`config.mk`:
```
export PLATFORM = sky130hd
export DESIGN_NAME = ssr_status
export DESIGN_NICKNAME = d
export VERILOG_FILES = /design/src/hw/ssr_pkg.sv /design/src/hw/ssr_mask_regs.sv /design/src/hw/ssr_status.sv
export SDC_FILE = /design/constraint.sdc
export NUM_CORES = 1
export LEC_CHECK = 0
export BUFFER_PORTS_ARGS = -buffer_cell sky130_fd_sc_hd__buf_4
export CAP_MARGIN = 10
export CORE_MARGIN = 3
export CORE_UTILIZATION = 56
export DETAILED_ROUTE_END_ITERATION = 10
export PLACE_DENSITY = 0.89
export SYNTH_ARGS = -nofsm -noshare
export SYNTH_HDL_FRONTEND = slang
export SYNTH_SLANG_ARGS = --single-unit
export TNS_END_PERCENT = 50
```
`constraint.sdc`:
```
create_clock -name core_clk -period 2.1 [get_ports core_clk]
set_input_delay 0.105 -clock core_clk [delete_from_list [all_inputs] [get_ports core_clk]]
set_output_delay 0.105 -clock core_clk [all_outputs]
set_load 0.1 [all_outputs]
```
`src/hw/ssr_pkg.sv`:
```
`default_nettype none
package ssr_pkg;
    // protection bit layout
    localparam int PROT_CV_BIT    = 0;
    localparam int PROT_CC_BIT    = 1;
    localparam int PROT_OV_BIT    = 3;
    localparam int PROT_OT_BIT    = 4;
    localparam int PROT_SHDN_BIT  = 5;
    localparam int PROT_FOLD_BIT  = 6;
    localparam int PROT_PROG_BIT  = 7;
    localparam logic [7:0] PROT_USED_MASK = 8'hfb;
    localparam logic [7:0] PROT_MODE_MASK = 8'h43;
    // standard event layout
    localparam logic [7:0] STD_USED_MASK  = 8'hbd;
    // status byte layout
    localparam int STB_PROT_BIT   = 1;
    localparam int STB_STD_BIT    = 5;
    localparam int STB_RQS_BIT    = 6;
    localparam logic [7:0] STB_SRC_MASK   = 8'hbf;
    // reset values
    localparam logic [7:0] MASK_RESET     = 8'h00;
    localparam logic [7:0] STD_RESET      = 8'h80;
    // register selects on the command strobe port
    localparam logic [2:0] SEL_PROT_LIVE  = 3'h0;
    localparam logic [2:0] SEL_PROT_EVT   = 3'h1;
    localparam logic [2:0] SEL_PROT_MASK  = 3'h2;
    localparam logic [2:0] SEL_STD_EVT    = 3'h3;
    localparam logic [2:0] SEL_STD_MASK   = 3'h4;
    localparam logic [2:0] SEL_STB        = 3'h5;
    localparam logic [2:0] SEL_SRQ_MASK   = 3'h6;
    localparam logic [2:0] SEL_POLL       = 3'h7;

    typedef struct packed {
        logic       rd;
        logic       wr;
        logic [2:0] sel;
        logic [7:0] wdata;
    } ssr_acc_t;

    typedef struct packed {
        logic clear_status;
        logic reset_cmd;
    } ssr_cmd_t;
endpackage : ssr_pkg
`default_nettype wire

```
`src/hw/ssr_mask_regs.sv`:
```
`timescale 1ns/1ps
`default_nettype none
// three host-owned enable masks
module ssr_mask_regs #(
    parameter int N = 3
) (
    // clock and reset
    input  wire logic         core_clk,
    input  wire logic         rstn,
    // write side
    input  wire logic [N-1:0] we,
    input  wire logic [7:0]   wdata,
    input  wire logic         clr_all,
    // mask contents
    output logic [N-1:0][7:0] mask
);
    logic [N-1:0][7:0] next_mask;

    always_comb begin
        for (int i = 0; i < N; i++) begin
            next_mask[i] = mask[i];
            if (clr_all)
                next_mask[i] = ssr_pkg::MASK_RESET;
            else if (we[i])
                next_mask[i] = wdata;
        end
    end

    always_ff @(posedge core_clk) begin
        if (!rstn)
            mask <= '0;
        else
            mask <= next_mask;
    end
endmodule : ssr_mask_regs
`default_nettype wire

```
`src/hw/ssr_status.sv`:
```
`timescale 1ns/1ps
`default_nettype none
// Notes on behaviour
// live protection state read unlatched
// reading latched protection events clears them
// clear-status or reset command clears protection events
// event latches only when enabled, stays set
// shared protection bit layout, bit2 unused
// protection mask readable, writable, filters only
// disabled mode bits never cause shutdown
// host programs both masks for requests
// standard events cleared by read, clear-status
// standard event layout, bits 1,6 unused
// enabled standard events ORed into bit5
// status byte by query or poll; clear-status clears
// service mask uses status byte positions
// enabled status bit sets request-service bit
// service request line on GPIB only
// poll returns request-service bit, then clears
// summary follows enabled events, cleared by read
// single-cycle strobes, read side effects on strobe
module ssr_status (
    // clock and reset
    input  wire logic            core_clk,
    input  wire logic            rstn,
    // command interpreter access
    input  wire ssr_pkg::ssr_acc_t acc,
    input  wire ssr_pkg::ssr_cmd_t cmd,
    input  wire logic            gpib_sel,
    output logic [7:0]           rdata,
    output logic                 rvalid,
    // power hardware
    input  wire logic [7:0]      prot_live,
    input  wire logic [7:0]      prot_event,
    input  wire logic [7:0]      std_event,
    input  wire logic            queue_nonempty,
    input  wire logic            msg_avail,
    // outputs
    output logic                 mode_shutdown,
    output logic                 srq_n
);
    localparam int M_PROT = 0;
    localparam int M_STD  = 1;
    localparam int M_SRQ  = 2;

    logic [2:0][7:0] mask;
    logic [2:0]      mask_we;
    logic [7:0] prot_latched, next_prot_latched;
    logic [7:0] std_latched, next_std_latched;
    logic       request_service_bit, next_rqs;
    logic       std_sum;
    logic [7:0] stb_src;
    logic [7:0] next_rdata;
    logic       rd_prot, rd_std, rd_poll, clr;

    function automatic logic is_rd(input ssr_pkg::ssr_acc_t a,
                                   input logic [2:0] s);
        is_rd = a.rd && (a.sel == s);
    endfunction : is_rd

    function automatic logic is_wr(input ssr_pkg::ssr_acc_t a,
                                   input logic [2:0] s);
        is_wr = a.wr && (a.sel == s);
    endfunction : is_wr

    assign rd_prot = is_rd(acc, ssr_pkg::SEL_PROT_EVT);
    assign rd_std  = is_rd(acc, ssr_pkg::SEL_STD_EVT);
    assign rd_poll = is_rd(acc, ssr_pkg::SEL_POLL) && gpib_sel;
    assign clr     = cmd.clear_status;

    assign mask_we[M_PROT] = is_wr(acc, ssr_pkg::SEL_PROT_MASK);
    assign mask_we[M_STD]  = is_wr(acc, ssr_pkg::SEL_STD_MASK);
    assign mask_we[M_SRQ]  = is_wr(acc, ssr_pkg::SEL_SRQ_MASK);

    // masks survive clear-status; only reset puts them back
    ssr_mask_regs #(.N(3)) u_masks (
        .core_clk (core_clk),
        .rstn     (rstn),
        .we       (mask_we),
        .wdata    (acc.wdata),
        .clr_all  (1'b0),
        .mask     (mask)
    );

    // latched protection events
    always_comb begin
        next_prot_latched = prot_latched;
        if (rd_prot || clr || cmd.reset_cmd)
            next_prot_latched = '0;
        // a new enabled event wins over the clearing read
        next_prot_latched = next_prot_latched |
            (prot_event & mask[M_PROT] & ssr_pkg::PROT_USED_MASK);
    end

    // standard event latch
    always_comb begin
        next_std_latched = std_latched;
        if (rd_std || clr)
            next_std_latched = '0;
        next_std_latched = next_std_latched |
            (std_event & ssr_pkg::STD_USED_MASK);
    end

    always_ff @(posedge core_clk) begin
        if (!rstn) begin
            prot_latched <= '0;
            std_latched  <= ssr_pkg::STD_RESET;
        end else begin
            prot_latched <= next_prot_latched;
            std_latched  <= next_std_latched;
        end
    end

    // summary follows the latch, so a read clears it with the latch
    assign std_sum = |(std_latched & mask[M_STD]);

    always_comb begin
        stb_src = '0;
        stb_src[ssr_pkg::STB_PROT_BIT] = |prot_latched;
        stb_src[2] = queue_nonempty;
        stb_src[4] = msg_avail;
        stb_src[ssr_pkg::STB_STD_BIT] = std_sum;
    end

    // request-service: raised by any enabled status byte bit, cleared by poll
    always_comb begin
        next_rqs = request_service_bit;
        if (rd_poll || clr)
            next_rqs = 1'b0;
        if (|(stb_src & mask[M_SRQ] & ssr_pkg::STB_SRC_MASK))
            next_rqs = 1'b1;
    end

    // read data: poll returns the bit value before it clears
    always_comb begin
        next_rdata = '0;
        case (acc.sel)
            ssr_pkg::SEL_PROT_LIVE: next_rdata = prot_live &
                                        ssr_pkg::PROT_USED_MASK;
            ssr_pkg::SEL_PROT_EVT:  next_rdata = prot_latched;
            ssr_pkg::SEL_PROT_MASK: next_rdata = mask[M_PROT];
            ssr_pkg::SEL_STD_EVT:   next_rdata = std_latched;
            ssr_pkg::SEL_STD_MASK:  next_rdata = mask[M_STD];
            ssr_pkg::SEL_STB,
            ssr_pkg::SEL_POLL: begin
                next_rdata = stb_src;
                next_rdata[ssr_pkg::STB_RQS_BIT] = request_service_bit;
            end
            ssr_pkg::SEL_SRQ_MASK:  next_rdata = mask[M_SRQ];
            default:                next_rdata = '0;
        endcase
    end

    always_ff @(posedge core_clk) begin
        if (!rstn) begin
            request_service_bit    <= 1'b0;
            rdata  <= '0;
            rvalid <= 1'b0;
        end else begin
            request_service_bit    <= next_rqs;
            rvalid <= acc.rd;
            if (acc.rd)
                rdata <= next_rdata;
        end
    end

    // serial and network links have no request line
    assign srq_n = ~(request_service_bit && gpib_sel);

    // mode changes only shut down when their enable bit is set
    assign mode_shutdown = |(prot_event & mask[M_PROT] &
                             ssr_pkg::PROT_MODE_MASK);
endmodule : ssr_status
`default_nettype wire

```
==> key figures, run 1 <==
Outcome
  • Status: complete, no violations

Final layout
  • Ant. Diodes: 0
  • Layout Nets: 347
  • Final instance area: about 0.0026 mm²
  • Area grow syn2layout: 20.88%
  • Layout cells sized above 1: about 22%

Timing
  • Slew Limit Headroom: 65.50%
  • Fmax: 732.5 MHz
  • Hold slack: 0.001918 ns
  • Final hold violation count: 0
  • Pins Over Slew Limit: 0
  • Final Skew: roughly 0.0037 ns
  • Worst-margin pin slew: about 0.52 ns
  • Final period util: between 60% and 70%
  • Unrepaired setup endpoints after global routing: false
  • Setup TNS: 0 ns
  • Tmin final: around 1.4 ns
  • Final setup viols: 0

Placement
  • DP Wirelength: between 4 and 5 mm
  • Gpl congestion: ~0.85
  • Number of buffers added on ports: 50
  • Placed Area: between 0.002 and 0.003 mm²

Synth
  • Number of enable flip-flop cells after synthesis: 0
  • Synth unique cells: 42
  • Mux share of post-synthesis cell area: under 10%
  • Synth Area in Compound Gates: ~23%
  • Largest family of logic cells by synthesized area: compound AO/OA/AOI/OAI gates
  • Simple-gate share of the synthesized area: around a fifth
  • Post-Syn Area: roughly 0.0022 mm²
  • Average cell area after synthesis: ~8.5 µm²
  • Seq/Total Area, Yosys: between 40% and 50%
  • YS warnings: 0
  • Synthesized flop and latch total: between 40 and 50
  • Syn nets: between 300 and 400
  • Xor and xnor area share after synthesis: 0%
  • Most used DFF post-synth: dfxtp_1
  • Ys async rst share: 0%
  • Mapped Cells: about 260
  • Area share of fa/ha/maj cells after synthesis: 0%

Die
  • Starting density of the core: just under 60%
  • DIE AREA: between 0.004 and 0.005 mm²
  • Total core area: 0.003716 mm²
  • Io pins: 55
  • Die height: 68.41 µm
  • Die Wd: slightly below 70 µm
  • Cell Rows: 22

Detailed routing
  • Routed wire per std cell: 16.10 µm
  • DRC: 0
  • Routed Antenna Nets: 0
  • Number of iterations in the first detailed-routing pass: 5
  • Detailed Route Iter0 Violations: 171
  • Total Routed Length: ~5.7 mm
  • Drt via density: ~5.9
  • DR vias: roughly 2,000

Critical path
  • CP endpoint kind: flip-flop
  • Req. time, crit path: around 2.3 ns
  • R2R depth: 4
  • CP startpoint kind: flip-flop
  • Setup CP Type: flip-flop to flip-flop
  • CP max stage cell: dfxtp_1
  • CP max stage delay: roughly 0.34 ns
  • CP arrival: ~1.6 ns
  • Critical path fanouts, max: 3
  • Reg2reg start: u_masks.mask[21]
  • FF-to-FF End: rdata[5]
  • FF-to-FF setup slack: around 0.73 ns
  • Cell Chain, Critical Path: mux2_1 > and3_1 > a2111oi_2 > a211oi_1

Clocking
  • CTS root buf: clkbuf_8
  • CTS tree: yes
  • H-tree levels: 2
  • Reg clk slew, reported paths: 0.08 ns
  • CTS buffer count: 5
  • Clock sinks: 47
  • CTS Buffer Depth: 2
  • Clock latency on the worst-skew pair: roughly 0.3 ns

Global route
  • Aggregate global routing overflow: 0
  • Global-route wire length before repair: between 8 and 9 mm
  • Vias in the first global route: between 1,500 and 2,000
  • Largest net degree at the start of global routing: 29
  • Initial antenna violation count: 0
  • Total global routing track utilization: between 20% and 30%

Flow run
  • Max Cap Viol: 0

Power and ir drop
  • Pwr Total: 0.001781 W
  • Clock Power Share: 30.8%
  • Pwr/cell area: a little under 700 mW/mm²
  • Sw Pwr: 0.0004927 W
  • Worst vdd rail ir drop: 529.3 µV
  • Switching Share: ~28%
  • Static Leak: just over 1 nW
  • Reg power frac: 52.7%
  • Combinational power share: 16.5%
  • Internal cell power: ~0.0013 W

Min path
  • HP Class: input port to flip-flop
  • Cell depth of the worst hold path: 3
  • Hold Crit Start: std_event[4]
  • WHS Endpoint: std_latched[4]
==> per-stage QoR <==
step                      setup WS [ns]  util [%]  instances
final                            0.7348     70.94        351
after global routing             0.5931     70.94        351
after CTS                        0.7312     70.67        350
after detailed placement         0.6682     68.05        342
after global placement           0.6865     68.05        342
after floorplan                  0.6313         -        258
==> Yosys cell counts, types with 5 or more instances <==
cell type / n / share of area (%)
a21oi_1: 33 / 7.6
a221oi_1: 5 / 2.0
a22oi_1: 9 / 3.1
dfxtp_1: 47 / 43
inv_1: 8 / 1.4
mux2i_1: 9 / 4.1
nand2_1: 46 / 7.9
nand2b_1: 6 / 1.7
nand3_1: 6 / 1.4
nor2_1: 24 / 4.1
o21ai_0: 10 / 2.3
==> logic make-up (layout without fill, tap and decap cells) <==
kind of cell           Yosys count  after routing
buffers and inverters           23             68
AND/OR/NAND/NOR                100            100
AO/OA/AOI/OAI                   74             74
multiplexers                    14             14
flip-flops                      47             47
==> power groups by stage <==
stage	registers [W]	logic (W)	clock network, W
6_report	0.000938	0.000294	0.000548
3_3_place_gp	0.000957	0.000284	0
3_5_place_dp	0.000959	0.000288	0
5_1_grt	0.000940	0.000316	0.000590
4_1_cts	0.000937	0.000291	0.000549
2_1_floorplan	0.00101	0.000129	0
==> worst max-delay path, delay by kind of cell, from the launching register on <==
kind / cells / cell delay (ns)
flip-flops: 1 / 0.34
AO/OA/AOI/OAI: 2 / 0.41
AND/OR/NAND/NOR: 1 / 0.19
multiplexers: 1 / 0.31
==> what timing repair did <==
item / CTS / global route
setup buffers: 0 / 0
hold buffers: 1 / 1
endpoints found under the hold margin: 1 / 1
gates resized for setup: 0 / 0
==> worst max path at each step <==
| stage | startpoint | to | slack, ns | cells after the start |
|---|---|---|---|---|
| final | u_masks.mask[21] | rdata[5] | 0.73 | 4 |
| after global routing | u_masks.mask[21] | rdata[5] | 0.59 | 4 |
| after CTS | u_masks.mask[21] | rdata[5] | 0.73 | 4 |
| after detailed placement | acc[9] | rdata[5] | 0.67 | 5 |
| after global placement | acc[9] | rdata[5] | 0.69 | 5 |
| after floorplan | rdata[5] | rdata[5] | 0.63 | 3 |
==> layout by cell type (no fill, tap or decap), types with 2 or more instances in the layout <==
cell           Yosys  layout
dlygate4sd3_1      0       2
a31oi_1            2       2
o21ai_0           10      10
dfxtp_1           47      47
mux2_2             3       3
a21oi_1           33      33
nand3b_1           3       3
o221ai_1           2       2
nand2_1           46      46
clkbuf_8           0       6
a221oi_1           5       5
mux2i_1            9       9
and2_1             2       2
a222oi_1           2       2
and3_1             4       4
nor2b_1            3       3
nand2b_1           6       6
inv_1              8       8
a22oi_1            9       9
nand3_1            6       6
o2bb2ai_1          2       2
nor2_1            24      24
buf_4              1      51
==> layout make-up <==
class	count	area (µm²)
clock buffer	6	82.58
clock inverter	1	5.005
fill	313	1080
inverter	8	30.03
multi-input combinational	188	1115
sequential	47	940.9
tap	48	60.06
timing repair buffer	53	402.9
==> registers in the layout (all words and copies together), names as in the netlist <==
register             flops
rdata                    8
prot_latched             7
u_masks.mask            24
request_service_bit      1
rvalid                   1
std_latched              6
==> layer usage <==
layer  up-vias  global-route usage, %  share of wire (%)
met5         -                      0                  0
met2       107                  40.05                 47
met3        16                  6.732                8.2
li1       1005                      -                  -
met4         0                  12.16                2.3
met1       933                  33.17                 43
No activity file was read; power rests on OpenSTA's default activity.
==> run 2, diff against run 1 <==
--- a/config.mk
+++ b/config.mk
@@ -8,9 +8,9 @@
 export BUFFER_PORTS_ARGS = -buffer_cell sky130_fd_sc_hd__buf_4
 export CAP_MARGIN = 10
 export CORE_MARGIN = 3
-export CORE_UTILIZATION = 56
+export CORE_UTILIZATION = 52
 export DETAILED_ROUTE_END_ITERATION = 10
-export PLACE_DENSITY = 0.89
+export PLACE_DENSITY = 0.83
 export SYNTH_ARGS = -nofsm -noshare
 export SYNTH_HDL_FRONTEND = slang
 export SYNTH_SLANG_ARGS = --single-unit
==> constraint.sdc (replaced) <==
create_clock -name core_clk -period 1.35 [get_ports core_clk]
set_input_delay 0.0675 -clock core_clk [delete_from_list [all_inputs] [get_ports core_clk]]
set_output_delay 0.0675 -clock core_clk [all_outputs]
set_load 0.1 [all_outputs]
==> run 2 against run 1 <==
Compared with the run above: setup slack got worse by 0.67 ns; sequential share of layout area fell by 1.8 points; via count rose by 4.9%; largest power group unchanged; clock power rose by 79%; sequential power rose by 56%.
==> key figures, run 2 (synthesized netlist as in run 1, its figures left out) <==
Clocking
  • CTS root buf: clkbuf_8
  • CTS buffer count: 5 (unchanged)
  • H-tree levels: 2 (unchanged)
  • CTS tree: yes
  • Clock latency on the worst-skew pair: 0.30 ns (about the same)
  • CTS Buffer Depth: 2 (unchanged)
  • Clock sinks: 47 (unchanged)
  • Post-CTS Setup Bufs: 0 (unchanged)
  • Reg clk slew, reported paths: 0.08 ns (about the same)

Power and ir drop
  • Worst vdd rail ir drop: 544.2 µV (+2.8%)
  • Switching Share: 25.99% (-1.7 points)
  • Sw Pwr: 0.0007634 W (+55%)
  • Reg power frac: 49.7% (-3.0 points)
  • Clock Power Share: 33.4% (+2.6 points)
  • Internal cell power: 0.002174 W (+69%)
  • Pwr Total: 0.002937 W (+65%)
  • Pwr/cell area: 1053 mW/mm² (+56%)
  • Combinational power share: 17.0% (+0.5 points)
  • Static Leak: 1.108 nW (+8.3%)

Global route
  • Vias in the first global route: 2,018 (+5.9%)
  • Global-route wire length before repair: 9.873 mm (+13%)
  • Total global routing track utilization: 24.79% (-1.0 points)
  • Initial antenna violation count: 0 (unchanged)
  • Aggregate global routing overflow: 0 (unchanged)
  • Largest net degree at the start of global routing: 25 (-14%)

Final layout
  • Final instance area: 0.002790 mm² (+5.8%)
  • Most frequent cells in the layout: buf_4, nand2_1, dfxtp_1, a21oi_1, nor2_1
  • Post-Layout Cell Count: 367 (+4.6%)
  • Layout cells sized above 1: 26.65% (+4.2 points)
  • Largest register FFs: 24 (unchanged)
  • Layout Nets: 363 (+4.6%)
  • Top flop regs: u_masks.mask (24), rdata (8), prot_latched (7)
  • Commonest non-fill, non-tap cell in the layout: buf_4
  • Top reg by flops: u_masks.mask
  • Area grow syn2layout: 27.94%
  • Ant. Diodes: 0 (unchanged)

Die
  • Io pins: 55 (unchanged)
  • DIE AREA: 0.005007 mm² (+7.0%)
  • Cell Rows: 22 (unchanged)
  • Die height: 70.76 µm (+3.4%)
  • Die Wd: 70.76 µm (+3.4%)
  • Total core area: 0.003854 mm² (+3.7%)
  • Starting density of the core: 56.59% (-2.1 points)

Detailed routing
  • DR WL met3: 564 µm (+22%)
  • DR vias: 2,162 (+4.9%)
  • Number of iterations in the first detailed-routing pass: 5 (unchanged)
  • Post-Route M1 WL: 2.469 mm (+2.4%)
  • Top layer in use: met4
  • Drt via density: 5.891 (+0.33%)
  • Wire length on met2: 2.744 mm (+3.6%)
  • Total Routed Length: 5.996 mm (+6.1%)
  • Routed wire per std cell: 16.34 µm (+1.5%)
  • Detailed Route Iter0 Violations: 192 (+12%)
  • Routed Antenna Nets: 0 (unchanged)
  • DRC: 0 (unchanged)

Timing
  • Unrepaired setup endpoints after global routing: true
  • Worst-margin pin slew: 0.4226 ns (-0.09493 ns)
  • Pins Over Slew Limit: 0 (unchanged)
  • Slew Limit Headroom: 71.83% (+6.3 points)
  • Final hold violation count: 0 (unchanged)
  • Final period util: 94.90% (+30 points)
  • Tmin final: 1.281 ns (-0.08405 ns)
  • Fmax: 780.5 MHz (+6.6%)
  • Final setup viols: 0 (unchanged)
  • Final Skew: 0.006622 ns (+0.002875 ns)

Placement
  • DP Wirelength: 4.385 mm (+6.4%)
  • Number of instances in the placed design: 355 (+3.8%)
  • Gpl congestion: 0.8589 (+1.2%)
  • Number of buffers added on ports: 50 (unchanged)
  • Placed Area: 0.002628 mm² (+3.9%)

Critical path
  • FF-to-FF setup slack: 0.07 ns (-0.67 ns)
  • Cell Chain, Critical Path: mux2_1 > and3_1 > a2111oi_2 > a211oi_1
  • CP endpoint kind: flip-flop
  • Req. time, crit path: 1.53 ns (-0.76 ns)
  • CP arrival: 1.46 ns (-0.09 ns)
  • R2R depth: 4 (unchanged)
  • CP startpoint kind: flip-flop
  • CP max stage delay: 0.33 ns (about the same)
  • CP max stage cell: dfxtp_2
  • Critical path fanouts, max: 3 (unchanged)
  • Setup CP Type: flip-flop to flip-flop

Min path
  • Cell depth of the worst hold path: 3 (unchanged)
  • HP Class: input port to flip-flop

Flow run
  • Max Cap Viol: 0 (unchanged)

Outcome
  • Status: complete, no violations
==> run 2: cell count changes in the layout (fill, tap and decap cells not counted), moves of 3 or more <==
cell           change
dfxtp_2            +4
buf_4             +13
dfxtp_1            -4
dlygate4sd3_1      +3
==> run 2: worst max-delay path, delay by kind of cell (launching register included) <==
kind            cells  cell delay (ns)
flops               1             0.33
simple gates        1             0.19
compound gates      2             0.34
mux                 1             0.30
==> run 2: path summary, 6_finish.rpt <==
| path | start | endpoint |
|---|---|---|
| worst max register to register | u_masks.mask[21] | rdata[5] |
| worst max-delay path | u_masks.mask[21] | rdata[5] |
| worst min register to register | rdata[7] | rdata[7] |
| worst min-delay path | std_event[4] | std_latched[4] |
==> run 2: final cells by class <==
class,count,area (µm²)
Fill cell,315,1064
Sequential cell,47,945.9
Clock buffer,6,72.57
Multi-Input combinational cell,188,1121
Clock inverter,1,30.03
Timing Repair Buffer,69,530.5
Tap cell,48,60.06
Inverter,8,30.03
==> run 2: power by group through the flow <==
stage / logic [W] / clock network, W / registers, W
3_3_place_gp: 0.000473 / 0 / 0.00149
5_1_grt: 0.000536 / 0.00105 / 0.00146
3_5_place_dp: 0.000479 / 0 / 0.00149
6_report: 0.000498 / 0.000980 / 0.00146
2_1_floorplan: 0.000200 / 0 / 0.00157
4_1_cts: 0.000493 / 0.000990 / 0.00146
==> run 2: repair_timing <==
item,4_1_cts,5_1_grt
setup endpoints to repair,0,3
endpoints found under the hold margin,5,0
hold buffers,5,0
resized for setup,0,4
==> run 2: metal layers <==
metal	vias up	GRT usage, %
met2	135	39.03
li1	1039	-
met3	25	5.540
met4	0	9.603
met5	-	0
met1	963	33.13
==> run 2: per-stage QoR <==
| stage | setup TNS, ns | setup slack, ns | hold WS, ns | utilization [%] |
|---|---|---|---|---|
| 2_1_floorplan | 0 | 0.01438 | 0.1619 | - |
| 3_3_place_gp | 0 | 0.03539 | 0.2483 | 68.18 |
| 3_5_place_dp | 0 | 0.03341 | 0.2602 | 68.18 |
| 4_1_cts | 0 | 0.009654 | 0.01026 | 72.14 |
| 5_1_grt | -0.007793 | -0.005969 | 0.003368 | 72.40 |
| 6_report | 0 | 0.06883 | 0.01390 | 72.40 |
